File: src/design/timer_cc_regs.vh
`ifndef TIMER_CC_REGS_VH
`define TIMER_CC_REGS_VH
// byte addresses of the register map
`define OFS_TRIG_SEL 8'h00
`define OFS_INTV_STAT 8'h04
`define OFS_CH0_STAT 8'h08
`define OFS_CH1_STAT 8'h0C
`define OFS_IRQ_EN 8'h10
`define OFS_IRQ_CLR 8'h14
`define OFS_INTV_EN 8'h18
`define OFS_IRQ_STAT 8'h1C
`define OFS_FUNC_BASE 8'h20
// function select registers: 5, at 0x20..0x30
`define FUNC_REGS 5
// field positions
`define TRIG_A_BIT 0
`define TRIG_D_BIT 2
`define TRIG_MASK 8'h05
`define INTV_MASK 8'h0F
`define CH0_MASK 8'h1F
`define CH1_MASK 8'h7F
`define CH0_OVF_BIT 4
`define CH1_OVF_BIT 6
`define INTV_LSB 10
// interrupt map: [3:0] interval, [8:4] ch0, [15:9] ch1
`define IRQ_W 16
// reset value
`define RST_BYTE 8'h00
// axi responses
`define RESP_OKAY 2'b00
`define RESP_SLVERR 2'b10
`endif

File: src/design/func_sel_mem.v
`timescale 1ns/1ns
// =====================================================
// function select storage, registered read port
module func_sel_mem (
   input wire aclk,
   input wire aresetn,
   input wire clr,
   input wire ce,
   input wire we,
   input wire [2:0] waddr,
   input wire [7:0] wdata,
   input wire [2:0] raddr,
   output reg [7:0] rdata,
   output wire [39:0] flat
);
   reg [7:0] mem_r [0:4];
   integer i;
   // flattened copy feeds the compare logic
   assign flat = {mem_r[4], mem_r[3], mem_r[2], mem_r[1], mem_r[0]};
   always @(posedge aclk) begin
      if (!aresetn || clr) begin
         for (i = 0; i < 5; i = i + 1)
            mem_r[i] <= 8'h00;
         rdata <= 8'h00;
      end else if (ce) begin
         if (we && waddr < 3'd5)
            mem_r[waddr] <= wdata;
         rdata <= (raddr < 3'd5) ? mem_r[raddr] : 8'h00;
      end
   end
endmodule // func_sel_mem

File: src/design/timer_cc_status.v
`timescale 1ns/1ns
`include "timer_cc_regs.vh"
// Functional notes
// clear-enable set: match clears the counter
// clearing only in output compare mode
// top bit 0: compare output actions
// top bit 1: capture edge selection
// trigger bit 2 picks pin D or match
// trigger bit 0 picks pin A or match
// reserved bits read zero, write zero
// trigger select zeroed on reset, standby
// status registers zeroed on reset, standby
// enabled set flag raises interrupt
// read set flag, then write 0 clears
// interval flags from enable and counter bits
// interval and channel 0 status layout
// channel 0 flag on 32-bit wrap
// channel 0 capture flags on capture
// channel 1 status layout
// channel 1 flag on 16-bit wrap
// channel 1 flags on capture or match
// hardware set beats software clear
module timer_cc_status (
   input wire aclk,
   input wire aresetn,
   input wire ce,
   input wire standby,
   // axi4-lite slave
   input wire [7:0] s_axi_awaddr,
   input wire s_axi_awvalid,
   output wire s_axi_awready,
   input wire [31:0] s_axi_wdata,
   input wire [3:0] s_axi_wstrb,
   input wire s_axi_wvalid,
   output wire s_axi_wready,
   output reg [1:0] s_axi_bresp,
   output reg s_axi_bvalid,
   input wire s_axi_bready,
   input wire [7:0] s_axi_araddr,
   input wire s_axi_arvalid,
   output wire s_axi_arready,
   output reg [31:0] s_axi_rdata,
   output reg [1:0] s_axi_rresp,
   output reg s_axi_rvalid,
   input wire s_axi_rready,
   // channel 0 side
   input wire [31:0] ch0_counter,
   input wire capture_pin_a,
   input wire capture_pin_d,
   input wire [3:0] ch0_capture_evt,
   // channel 1 side
   input wire [15:0] ch1_counter,
   input wire [5:0] ch1_capture_evt,
   input wire [5:0] ch1_match_evt,
   input wire [5:0] ch1_is_capture,
   // channels 3 to 5 general registers: a/b/c/d of 3, 4, a/b of 5
   input wire [9:0] gr_match,
   input wire [9:0] gr_pin,
   output reg [9:0] gr_out,
   output reg [9:0] gr_capture,
   output reg [2:0] counter_clear,
   output wire [3:0] ch0_capture_trig,
   output wire irq
);
   // =====================================================
   // state
   reg [7:0] trig_sel_r;
   reg [3:0] intv_stat_r;
   reg [4:0] ch0_stat_r;
   reg [6:0] ch1_stat_r;
   reg [`IRQ_W-1:0] irq_en_r;
   reg [3:0] intv_en_r;
   reg [`IRQ_W-1:0] armed_r;
   reg [3:0] intv_prev_r;
   reg [31:0] ch0_prev_r;
   reg [15:0] ch1_prev_r;
   reg [9:0] pin_prev_r;
   reg pin_a_prev_r;
   reg pin_d_prev_r;
   reg [7:0] aw_addr_r;
   reg aw_full_r;
   reg [31:0] w_data_r;
   reg [3:0] w_strb_r;
   reg w_full_r;
   reg [7:0] ar_addr_r;
   reg rd_pend_r;
   wire [39:0] func_flat;
   wire [7:0] func_rdata;
   wire clr_all;
   assign clr_all = standby;

   // =====================================================
   // helpers
   // edge detector per capture mode
   function edge_hit;
      input [1:0] mode;
      input prev;
      input cur;
      begin
         case (mode)
            2'b01: edge_hit = !prev && cur;
            2'b10: edge_hit = prev && !cur;
            2'b11: edge_hit = prev ^ cur;
            default: edge_hit = 1'b0;
         endcase
      end
   endfunction
   // address in function window -> index
   function [2:0] func_idx;
      input [7:0] a;
      reg [7:0] d;
      begin
         d = a - `OFS_FUNC_BASE;
         func_idx = (a >= `OFS_FUNC_BASE && d[1:0] == 2'b00 && d[7:5] == 3'b000 &&
            d[4:2] < 3'd5) ? d[4:2] : 3'd7;
      end
   endfunction

   // =====================================================
   // axi write channel
   wire wr_go;
   wire [7:0] wbyte;
   assign s_axi_awready = !aw_full_r && !s_axi_bvalid && ce; // nothing taken while frozen
   assign s_axi_wready = !w_full_r && !s_axi_bvalid && ce;
   assign wr_go = aw_full_r && w_full_r && !s_axi_bvalid && ce;
   assign wbyte = w_data_r[7:0];
   wire wr_lane0;
   assign wr_lane0 = wr_go && w_strb_r[0];
   wire [2:0] widx;
   assign widx = func_idx(aw_addr_r);
   wire wr_ok;
   assign wr_ok = (aw_addr_r == `OFS_TRIG_SEL) || (aw_addr_r == `OFS_INTV_STAT) ||
      (aw_addr_r == `OFS_CH0_STAT) || (aw_addr_r == `OFS_CH1_STAT) ||
      (aw_addr_r == `OFS_IRQ_EN) || (aw_addr_r == `OFS_IRQ_CLR) ||
      (aw_addr_r == `OFS_INTV_EN) || (widx != 3'd7);

   // capture address and data in either order
   always @(posedge aclk) begin
      if (!aresetn) begin
         aw_full_r <= 1'b0;
         w_full_r <= 1'b0;
         aw_addr_r <= 8'h00;
         w_data_r <= 32'h0000_0000;
         w_strb_r <= 4'h0;
         s_axi_bvalid <= 1'b0;
         s_axi_bresp <= `RESP_OKAY;
      end else if (ce) begin
         if (s_axi_awvalid && s_axi_awready) begin
            aw_full_r <= 1'b1;
            aw_addr_r <= s_axi_awaddr;
         end
         if (s_axi_wvalid && s_axi_wready) begin
            w_full_r <= 1'b1;
            w_data_r <= s_axi_wdata;
            w_strb_r <= s_axi_wstrb;
         end
         if (wr_go) begin
            aw_full_r <= 1'b0;
            w_full_r <= 1'b0;
            s_axi_bvalid <= 1'b1;
            s_axi_bresp <= wr_ok ? `RESP_OKAY : `RESP_SLVERR;
         end else if (s_axi_bvalid && s_axi_bready) begin
            s_axi_bvalid <= 1'b0;
         end
      end
   end

   // =====================================================
   // function select storage for channels 3 to 5
   wire [2:0] ridx;
   assign ridx = func_idx(ar_addr_r);
   // memory looks up the bus address on accept, so its data stand when the read fires
   func_sel_mem u_func (
      .aclk(aclk),
      .aresetn(aresetn),
      .clr(clr_all),
      .ce(ce),
      .we(wr_lane0 && widx != 3'd7),
      .waddr(widx),
      .wdata(wbyte),
      .raddr((s_axi_arvalid && s_axi_arready) ? func_idx(s_axi_araddr) : ridx),
      .rdata(func_rdata),
      .flat(func_flat)
   );

   // =====================================================
   // compare output, capture and clearing per general register
   // each 8-bit function register carries two 4-bit slots
   reg [9:0] out_nxt;
   reg [9:0] cap_nxt;
   reg [2:0] clr_nxt;
   reg [3:0] slot;
   integer g;
   always @* begin
      out_nxt = gr_out;
      cap_nxt = 10'h000;
      clr_nxt = 3'b000;
      slot = 4'h0;
      for (g = 0; g < 10; g = g + 1) begin
         slot = func_flat[g*4 +: 4];
         if (!slot[2]) begin
            if (gr_match[g]) begin
               case (slot[1:0])
                  2'b01: out_nxt[g] = 1'b0;
                  2'b10: out_nxt[g] = 1'b1;
                  2'b11: out_nxt[g] = !gr_out[g];
                  default: out_nxt[g] = 1'b0;
               endcase
               // clearing is gated off in capture mode
               if (slot[3])
                  clr_nxt[(g < 4) ? 0 : (g < 8) ? 1 : 2] = 1'b1;
            end else if (slot[1:0] == 2'b00) begin
               out_nxt[g] = 1'b0;
            end
         end else begin
            cap_nxt[g] = edge_hit(slot[1:0], pin_prev_r[g], gr_pin[g]);
         end
      end
   end

   always @(posedge aclk) begin
      if (!aresetn || clr_all) begin
         gr_out <= 10'h000;
         gr_capture <= 10'h000;
         counter_clear <= 3'b000;
         pin_prev_r <= 10'h000;
      end else if (ce) begin
         gr_out <= out_nxt;
         gr_capture <= cap_nxt;
         counter_clear <= clr_nxt;
         pin_prev_r <= gr_pin;
      end
   end

   // =====================================================
   // channel 0 capture trigger routing
   // match source is channel 1 register a, flag bit 0 of its events
   wire ch1_match_trigger;
   assign ch1_match_trigger = ch1_match_evt[0] && !ch1_is_capture[0];
   assign ch0_capture_trig[0] = trig_sel_r[`TRIG_A_BIT] ? ch1_match_trigger :
      (capture_pin_a && !pin_a_prev_r);
   assign ch0_capture_trig[1] = 1'b0;
   assign ch0_capture_trig[2] = 1'b0;
   assign ch0_capture_trig[3] = trig_sel_r[`TRIG_D_BIT] ? ch1_match_trigger :
      (capture_pin_d && !pin_d_prev_r);

   // =====================================================
   // status flags: events, read-arm, clear by 0 write
   wire [3:0] intv_lvl = intv_en_r & ch0_counter[`INTV_LSB +: 4];
   wire [3:0] intv_set = intv_lvl & ~intv_prev_r;
   wire ch0_overflow_flag = (ch0_prev_r == 32'hFFFF_FFFF) && (ch0_counter == 32'h0000_0000);
   wire ch1_overflow_flag = (ch1_prev_r == 16'hFFFF) && (ch1_counter == 16'h0000);
   wire [4:0] ch0_set = {ch0_overflow_flag, ch0_capture_evt};
   wire [6:0] ch1_set = {ch1_overflow_flag, ch1_capture_evt | (ch1_match_evt & ~ch1_is_capture)};
   wire [`IRQ_W-1:0] stat_all = {ch1_stat_r, ch0_stat_r, intv_stat_r};
   // a zero write clears only bits armed by an earlier read while set
   wire [`IRQ_W-1:0] clr_intv = (wr_lane0 && aw_addr_r == `OFS_INTV_STAT) ?
      {12'h000, ~wbyte[3:0]} : 16'h0000;
   wire [`IRQ_W-1:0] clr_ch0 = (wr_lane0 && aw_addr_r == `OFS_CH0_STAT) ?
      {7'h00, ~wbyte[4:0], 4'h0} : 16'h0000;
   wire [`IRQ_W-1:0] clr_ch1 = (wr_lane0 && aw_addr_r == `OFS_CH1_STAT) ?
      {~wbyte[6:0], 9'h000} : 16'h0000;
   // clear register: write 1 clears, no read needed
   wire [`IRQ_W-1:0] clr_irq = (wr_go && aw_addr_r == `OFS_IRQ_CLR) ?
      w_data_r[15:0] : 16'h0000;
   wire [`IRQ_W-1:0] clr_hit = ((clr_intv | clr_ch0 | clr_ch1) & armed_r) | clr_irq;
   wire [`IRQ_W-1:0] stat_nxt = (stat_all & ~clr_hit) | {ch1_set, ch0_set, intv_set};
   wire rd_fire = rd_pend_r && !s_axi_rvalid && ce;

   always @(posedge aclk) begin
      if (!aresetn || clr_all) begin
         intv_stat_r <= 4'h0;
         ch0_stat_r <= 5'h00;
         ch1_stat_r <= 7'h00;
         armed_r <= 16'h0000;
         trig_sel_r <= `RST_BYTE;
         irq_en_r <= 16'h0000;
         intv_en_r <= 4'h0;
         intv_prev_r <= 4'h0;
         ch0_prev_r <= 32'h0000_0000;
         ch1_prev_r <= 16'h0000;
         pin_a_prev_r <= 1'b0;
         pin_d_prev_r <= 1'b0;
      end else if (ce) begin
         intv_stat_r <= stat_nxt[3:0];
         ch0_stat_r <= stat_nxt[8:4];
         ch1_stat_r <= stat_nxt[15:9];
         intv_prev_r <= intv_lvl;
         ch0_prev_r <= ch0_counter;
         ch1_prev_r <= ch1_counter;
         pin_a_prev_r <= capture_pin_a;
         pin_d_prev_r <= capture_pin_d;
         // arm on read of a set flag, disarm once cleared
         if (rd_fire && ar_addr_r == `OFS_INTV_STAT)
            armed_r[3:0] <= intv_stat_r;
         else if (rd_fire && ar_addr_r == `OFS_CH0_STAT)
            armed_r[8:4] <= ch0_stat_r;
         else if (rd_fire && ar_addr_r == `OFS_CH1_STAT)
            armed_r[15:9] <= ch1_stat_r;
         else
            armed_r <= armed_r & stat_nxt;
         if (wr_lane0 && aw_addr_r == `OFS_TRIG_SEL)
            trig_sel_r <= wbyte & `TRIG_MASK;
         if (wr_go && aw_addr_r == `OFS_IRQ_EN)
            irq_en_r <= w_data_r[15:0];
         if (wr_lane0 && aw_addr_r == `OFS_INTV_EN)
            intv_en_r <= wbyte[3:0];
      end
   end

   // any enabled set flag holds the request
   assign irq = |(stat_all & irq_en_r);

   // =====================================================
   // axi read channel
   assign s_axi_arready = !rd_pend_r && !s_axi_rvalid && ce;
   reg [31:0] rd_mux;
   reg rd_ok;
   // decode the held read address
   always @* begin
      rd_mux = 32'h0000_0000;
      rd_ok = 1'b1;
      if (ar_addr_r == `OFS_TRIG_SEL) begin
         rd_mux[7:0] = trig_sel_r & `TRIG_MASK;
      end else if (ar_addr_r == `OFS_INTV_STAT) begin
         rd_mux[3:0] = intv_stat_r;
      end else if (ar_addr_r == `OFS_CH0_STAT) begin
         rd_mux[4:0] = ch0_stat_r;
      end else if (ar_addr_r == `OFS_CH1_STAT) begin
         rd_mux[6:0] = ch1_stat_r;
      end else if (ar_addr_r == `OFS_IRQ_EN) begin
         rd_mux[15:0] = irq_en_r;
      end else if (ar_addr_r == `OFS_IRQ_CLR) begin
         rd_mux = 32'h0000_0000; // write-only
      end else if (ar_addr_r == `OFS_INTV_EN) begin
         rd_mux[3:0] = intv_en_r;
      end else if (ar_addr_r == `OFS_IRQ_STAT) begin
         rd_mux[15:0] = stat_all;
      end else if (ridx != 3'd7) begin
         rd_mux[7:0] = func_rdata;
      end else begin
         rd_ok = 1'b0;
      end
   end

   // two-stage read: address in, then one cycle for memory output
   always @(posedge aclk) begin
      if (!aresetn) begin
         ar_addr_r <= 8'h00;
         rd_pend_r <= 1'b0;
         s_axi_rvalid <= 1'b0;
         s_axi_rdata <= 32'h0000_0000;
         s_axi_rresp <= `RESP_OKAY;
      end else if (ce) begin
         if (s_axi_arvalid && s_axi_arready) begin
            ar_addr_r <= s_axi_araddr;
            rd_pend_r <= 1'b1;
         end else if (rd_fire) begin
            rd_pend_r <= 1'b0;
            s_axi_rvalid <= 1'b1;
            s_axi_rdata <= rd_mux;
            s_axi_rresp <= rd_ok ? `RESP_OKAY : `RESP_SLVERR;
         end else if (s_axi_rvalid && s_axi_rready) begin
            s_axi_rvalid <= 1'b0;
         end
      end
   end
endmodule // timer_cc_status

File: config.mk
export PLATFORM = sky130hd
export DESIGN_NAME = timer_cc_status
export DESIGN_NICKNAME = d
export VERILOG_FILES = /design/src/design/func_sel_mem.v /design/src/design/timer_cc_status.v
export VERILOG_INCLUDE_DIRS = /design/src /design/src/design
export SDC_FILE = /design/constraint.sdc
export NUM_CORES = 1
export LEC_CHECK = 0
export ABC_AREA = 1
export BUFFER_PORTS_ARGS = -buffer_cell sky130_fd_sc_hd__buf_2
export CAP_MARGIN = 5
export CELL_PAD_IN_SITES_DETAIL_PLACEMENT = 1
export CELL_PAD_IN_SITES_GLOBAL_PLACEMENT = 1
export CORE_MARGIN = 10
export CORE_UTILIZATION = 36
export CTS_CLUSTER_SIZE = 24
export DETAILED_ROUTE_END_ITERATION = 16
export PLACE_DENSITY_LB_ADDON = 0.1
export SYNTH_ARGS = -nofsm -noshare
export SYNTH_HDL_FRONTEND = slang
export SYNTH_SLANG_ARGS = --single-unit
File: constraint.sdc
create_clock -name aclk -period 2.37 [get_ports aclk]
set_clock_uncertainty 0.2 [all_clocks]
set_input_delay 0.474 -clock aclk [delete_from_list [all_inputs] [get_ports aclk]]
set_output_delay 0.474 -clock aclk [all_outputs]
set_load 0.03 [all_outputs]
==> impl_metrics.sql <==
INSERT INTO impl_metrics (metric_group, metric, value, unit) VALUES
('routing', 'final_wirelength', '43.4', 'mm'),
('worst_setup_path', 'worstPathCellList', 'inv_2 > o22ai_2 > nor4_2 > nand3_1 > buf_6', ''),
('global_routing', 'globalRouteMet1Util', '26.4', '%'),
('cts', 'cts_num_sinks', '245', ''),
('logic_synthesis', 'synth.ff_latch_count', '245', ''),
('die', 'rows', '66', ''),
('routing', 'drt-wirelength-per-cell', '18.3', 'um'),
('routing', 'dr_total_vias', '11938', ''),
('worst_setup_path', 'maximum_single_stage_delay_on_the_critical_path', '340', 'ps'),
('worst_setup_path', 'number_of_cells_traversed_by_the_worst_register_to_register_path', '5', ''),
('sta', 'worstMarginPinSlew', '696', 'ps'),
('die', 'design.core.area', '32500', 'um^2'),
('flow_run', 'timing.max_cap.violations', '0', ''),
('logic_synthesis', 'synth_cells', '1613', ''),
('sta', 'slew_headroom', '53.6', '%'),
('pwr', 'ir_drop', '0.000534', 'V'),
('worst_setup_path', 'worstPathRequired', '1700', 'ps'),
('layout', 'antennaDiodeCount', '0', ''),
('cts', 'maximum_count_of_clock_buffers_along_a_single_path', '3', ''),
('routing', 'drt.antenna.violating_nets', '0', ''),
('cts', 'cts_root_buffer', 'clkbuf_16', ''),
('global_routing', 'grt_overflow_total', '0', ''),
('worst_hold_path', 'hp-class', 'in -> reg', ''),
('routing', 'first_iter_violations', '568', ''),
('cts', 'clk_pin_slew', '70', 'ps'),
('worst_setup_path', 'path_class', 'reg -> out', ''),
('die', 'top_level_ports', '222', ''),
('layout', 'area_growth_syn_to_fin', '29.4', '%'),
('pwr', 'power.total', '0.0102', 'W'),
('placed_design', 'place_hpwl', '31.5', 'mm'),
('pwr', 'p_leak', '6.33', 'nW'),
('global_routing', 'use_met2', '35.3', '%'),
('logic_synthesis', 'yosysWarnings', '0', ''),
('worst_setup_path', 'worst_setup_path_end_kind', 'output port', ''),
('worst_setup_path', 'critPathLaunch', 'ch1_stat_r[0]', ''),
('logic_synthesis', 'avgSynthCellArea', '7.32', 'um^2'),
('die', 'die_area', '40400', 'um^2'),
('layout', 'finalNonFillerCells', '2365', ''),
('sta', 'finalSetupViolations', '1', ''),
('cts', 'clk-insertion-delay-late', '560', 'ps'),
('logic_synthesis', 'synth_seq_area_share', '44.9', '%'),
('die', 'die_w', '201', 'um'),
('worst_setup_path', 'r2r-start', 'aw_addr_r[6]', ''),
('pwr', 'power_density', '665', 'nW/um^2'),
('layout', 'finalNetCount', '2076', ''),
('sta', 'final-max-slew-violation-count', '0', ''),
('routing', 'detail_route.first_pass.iterations', '4', ''),
('global_routing', 'grt_antenna_before_repair', '0', ''),
('global_routing', 'track_usage', '20.6', '%'),
('die', 'die_height', '201', 'um'),
('sta', 'final.setup.tns', '-108', 'ps'),
('sta', 'grt_setup_unrepaired', 'yes', ''),
('sta', 'setup_slack', '-108', 'ps'),
('worst_setup_path', 'critical_path_capture_point', 'irq', ''),
('sta', 'timing.final.crit_period', '2480', 'ps'),
('logic_synthesis', 'netlist_area', '11800', 'um^2'),
('outcome', 'outcome', 'finished with violations', ''),
('global_routing', 'via_count_of_the_first_global_routing_pass', '12448', ''),
('outcome', 'violations_in_the_final_reports', 'setup timing', ''),
('sta', 'timing_hold_violations_final', '0', ''),
('worst_setup_path', 'arrival', '1800', 'ps'),
('placed_design', 'gp_congestion', '0.839', ''),
('worst_setup_path', 'crit_slowest_cell', 'dfxtp_2', ''),
('worst_setup_path', 'worstSetupStartpointType', 'register', ''),
('sta', 'final.period_utilization', '105', '%'),
('die', 'initial_cell_density_of_the_core', '36.4', '%'),
('worst_hold_path', 'worstHoldStart', 's_axi_araddr[4]', ''),
('logic_synthesis', 'yosysUniqueCellTypes', '40', ''),
('cts', 'h-tree-depth', '1', ''),
('cts', 'cts_tree', 'yes', ''),
('global_routing', 'busiest_layer', 'met2', ''),
('placed_design', 'io_buffers', '182', ''),
('worst_setup_path', 'crit-reg2reg-capture', 'u_func.mem_r[2][1]', ''),
('global_routing', 'grt_max_degree', '86', ''),
('worst_setup_path', 'highest_fanout_seen_on_the_critical_path', '4', ''),
('global_routing', 'grt_use_met3', '3.12', '%'),
('routing', 'per_cell_via_count_in_the_routed_design', '5.05', ''),
('worst_setup_path', 'timing.reg2reg.setup_slack', '210', 'ps'),
('cts', 'num_cts_buffers', '29', ''),
('routing', 'drcViolationCount', '0', ''),
('global_routing', 'grt_pass1_wl', '68.3', 'mm'),
('placed_design', 'placedCellCount', '2236', ''),
('sta', 'timing.fmax', '0.404', 'GHz'),
('layout', 'final_layout_size_suffix_gt1_share', '18.8', '%');
cells by family after synthesis:
| logic type | count (synthesis) | share of synthesized area [%] |
|---|---|---|
| AOI/OAI and AO/OA | 387 | 18.1 |
| DFF | 245 | 44.9 |
| and+or+nand+nor | 675 | 24.8 |
| buffers and inverters | 285 | 10.0 |
| adders and majority gates | 20 | 2.12 |
| other | 1 | 0.0318 |
metal layers:
metal	share of wire, %	routed length [um]
met1	45	19700
met2	48	20600
met3	4.7	2030
met4	2.3	1010
met5	0	0
area by class of cell:
cell class,count,area [um^2]
clock inverters,10,82.6
inverters,194,733
repair buffers,331,2300
fillers,4113,17200
flip-flops and latches,245,5330
clock buffers,41,865
multi-input cells,1102,5420
well taps,442,553
registers in the layout (all words and copies together), names as in the netlist, 3 cells and up:
signal and cells:
intv_en_r 4, intv_stat_r 4, ch0_prev_r 32, pin_prev_r 10, gr_capture 10, u_func.rdata 8, u_func.mem_r 40, armed_r 16
ar_addr_r 8, ch0_stat_r 5, intv_prev_r 4, irq_en_r 16, aw_addr_r 8, s_axi_rdata 16, gr_out 10, ch1_stat_r 7
w_data_r 16, counter_clear 3, ch1_prev_r 16
power breakdown:
part	internal, W	switching [W]	leakage (nW)
logic	0.000446	0.000781	3.74
clock network	0.00264	0.00183	0.473
registers	0.00436	0.000116	2.12
Yosys cell counts:
library cell / number / area share (%)
ha_1: 20 / 2.1
nand4_1: 13 / 0.69
clkbuf_1: 49 / 1.6
o221ai_1: 2 / 0.15
clkbuf_2: 1 / 0.042
nand3_2: 4 / 0.34
nor2_2: 8 / 0.42
buf_2: 10 / 0.42
nor2_1: 177 / 5.6
a31oi_1: 2 / 0.11
buf_4: 22 / 1.4
a211oi_1: 21 / 1.3
nor3_4: 1 / 0.14
inv_2: 6 / 0.19
dfxtp_1: 205 / 35
nand2_2: 3 / 0.16
o22ai_1: 15 / 0.79
buf_1: 7 / 0.22
o21ai_0: 119 / 5.0
nor3_1: 11 / 0.47
o211ai_1: 33 / 2.1
a32o_1: 1 / 0.085
o2111ai_1: 3 / 0.22
nand2_1: 292 / 9.3
or2_2: 1 / 0.053
nor4_1: 1 / 0.053
edfxtp_1: 40 / 10
clkinv_1: 4 / 0.13
nand4_2: 1 / 0.11
nor4_4: 2 / 0.36
nand3_1: 148 / 6.3
buf_6: 2 / 0.19
a21oi_1: 186 / 7.9
o21bai_1: 2 / 0.13
nand3b_1: 11 / 0.70
conb_1: 1 / 0.032
o21ai_1: 1 / 0.042
inv_1: 184 / 5.8
a2111o_1: 2 / 0.19
nor3_2: 2 / 0.17
placed cells by master (no fill, tap or decap), types with 40 or more instances in the layout:
cell type | Yosys | final
dfxtp_1 | 205 | 195
nand2_1 | 292 | 292
buf_2 | 10 | 180
edfxtp_1 | 40 | 40
o21ai_0 | 119 | 119
nor2_1 | 177 | 177
a21oi_1 | 186 | 186
nand3_1 | 148 | 148
dlygate4sd3_1 | 0 | 69
buf_4 | 22 | 74
inv_1 | 184 | 172
worst max-delay path, delay by kind of cell, from the launching register on:
kind            cells  cell delay [ps]
compound gates      1               70
buf+inv             2              300
flops               1              340
simple gates        2              540
metrics by stage:
| stage | instance area [um^2] | worst slack (ps) | util [%] | hold WS, ps |
|---|---|---|---|---|
| floorplan | 11900 | 49.9 | - | 237 |
| global placement | 13500 | 78.2 | 41.7 | 246 |
| detailed placement | 13500 | 35.7 | 41.7 | 255 |
| CTS | 15200 | -76.5 | 47.0 | 0.815 |
| global route | 15300 | -132 | 47.1 | 9.07 |
| finish | 15300 | -108 | 47.1 | 13.5 |
what timing repair did:
action,CTS,global route
pin swaps,2,2
resized for setup,25,8
buffers inserted,6,3
hold buffers,69,0
hold endpoints to repair,68,0
setup endpoints to repair,1,1
worst min path at each step:
stage,cells after the start,to,slack [ps]
finish,3,ar_addr_r[4],10
detailed placement,2,pin_a_prev_r,260
global placement,2,armed_r[11],250
global route,3,pin_prev_r[7],9
floorplan,2,armed_r[4],240
CTS,3,pin_prev_r[7],0.8
No activity file was read; power rests on OpenSTA's default activity.
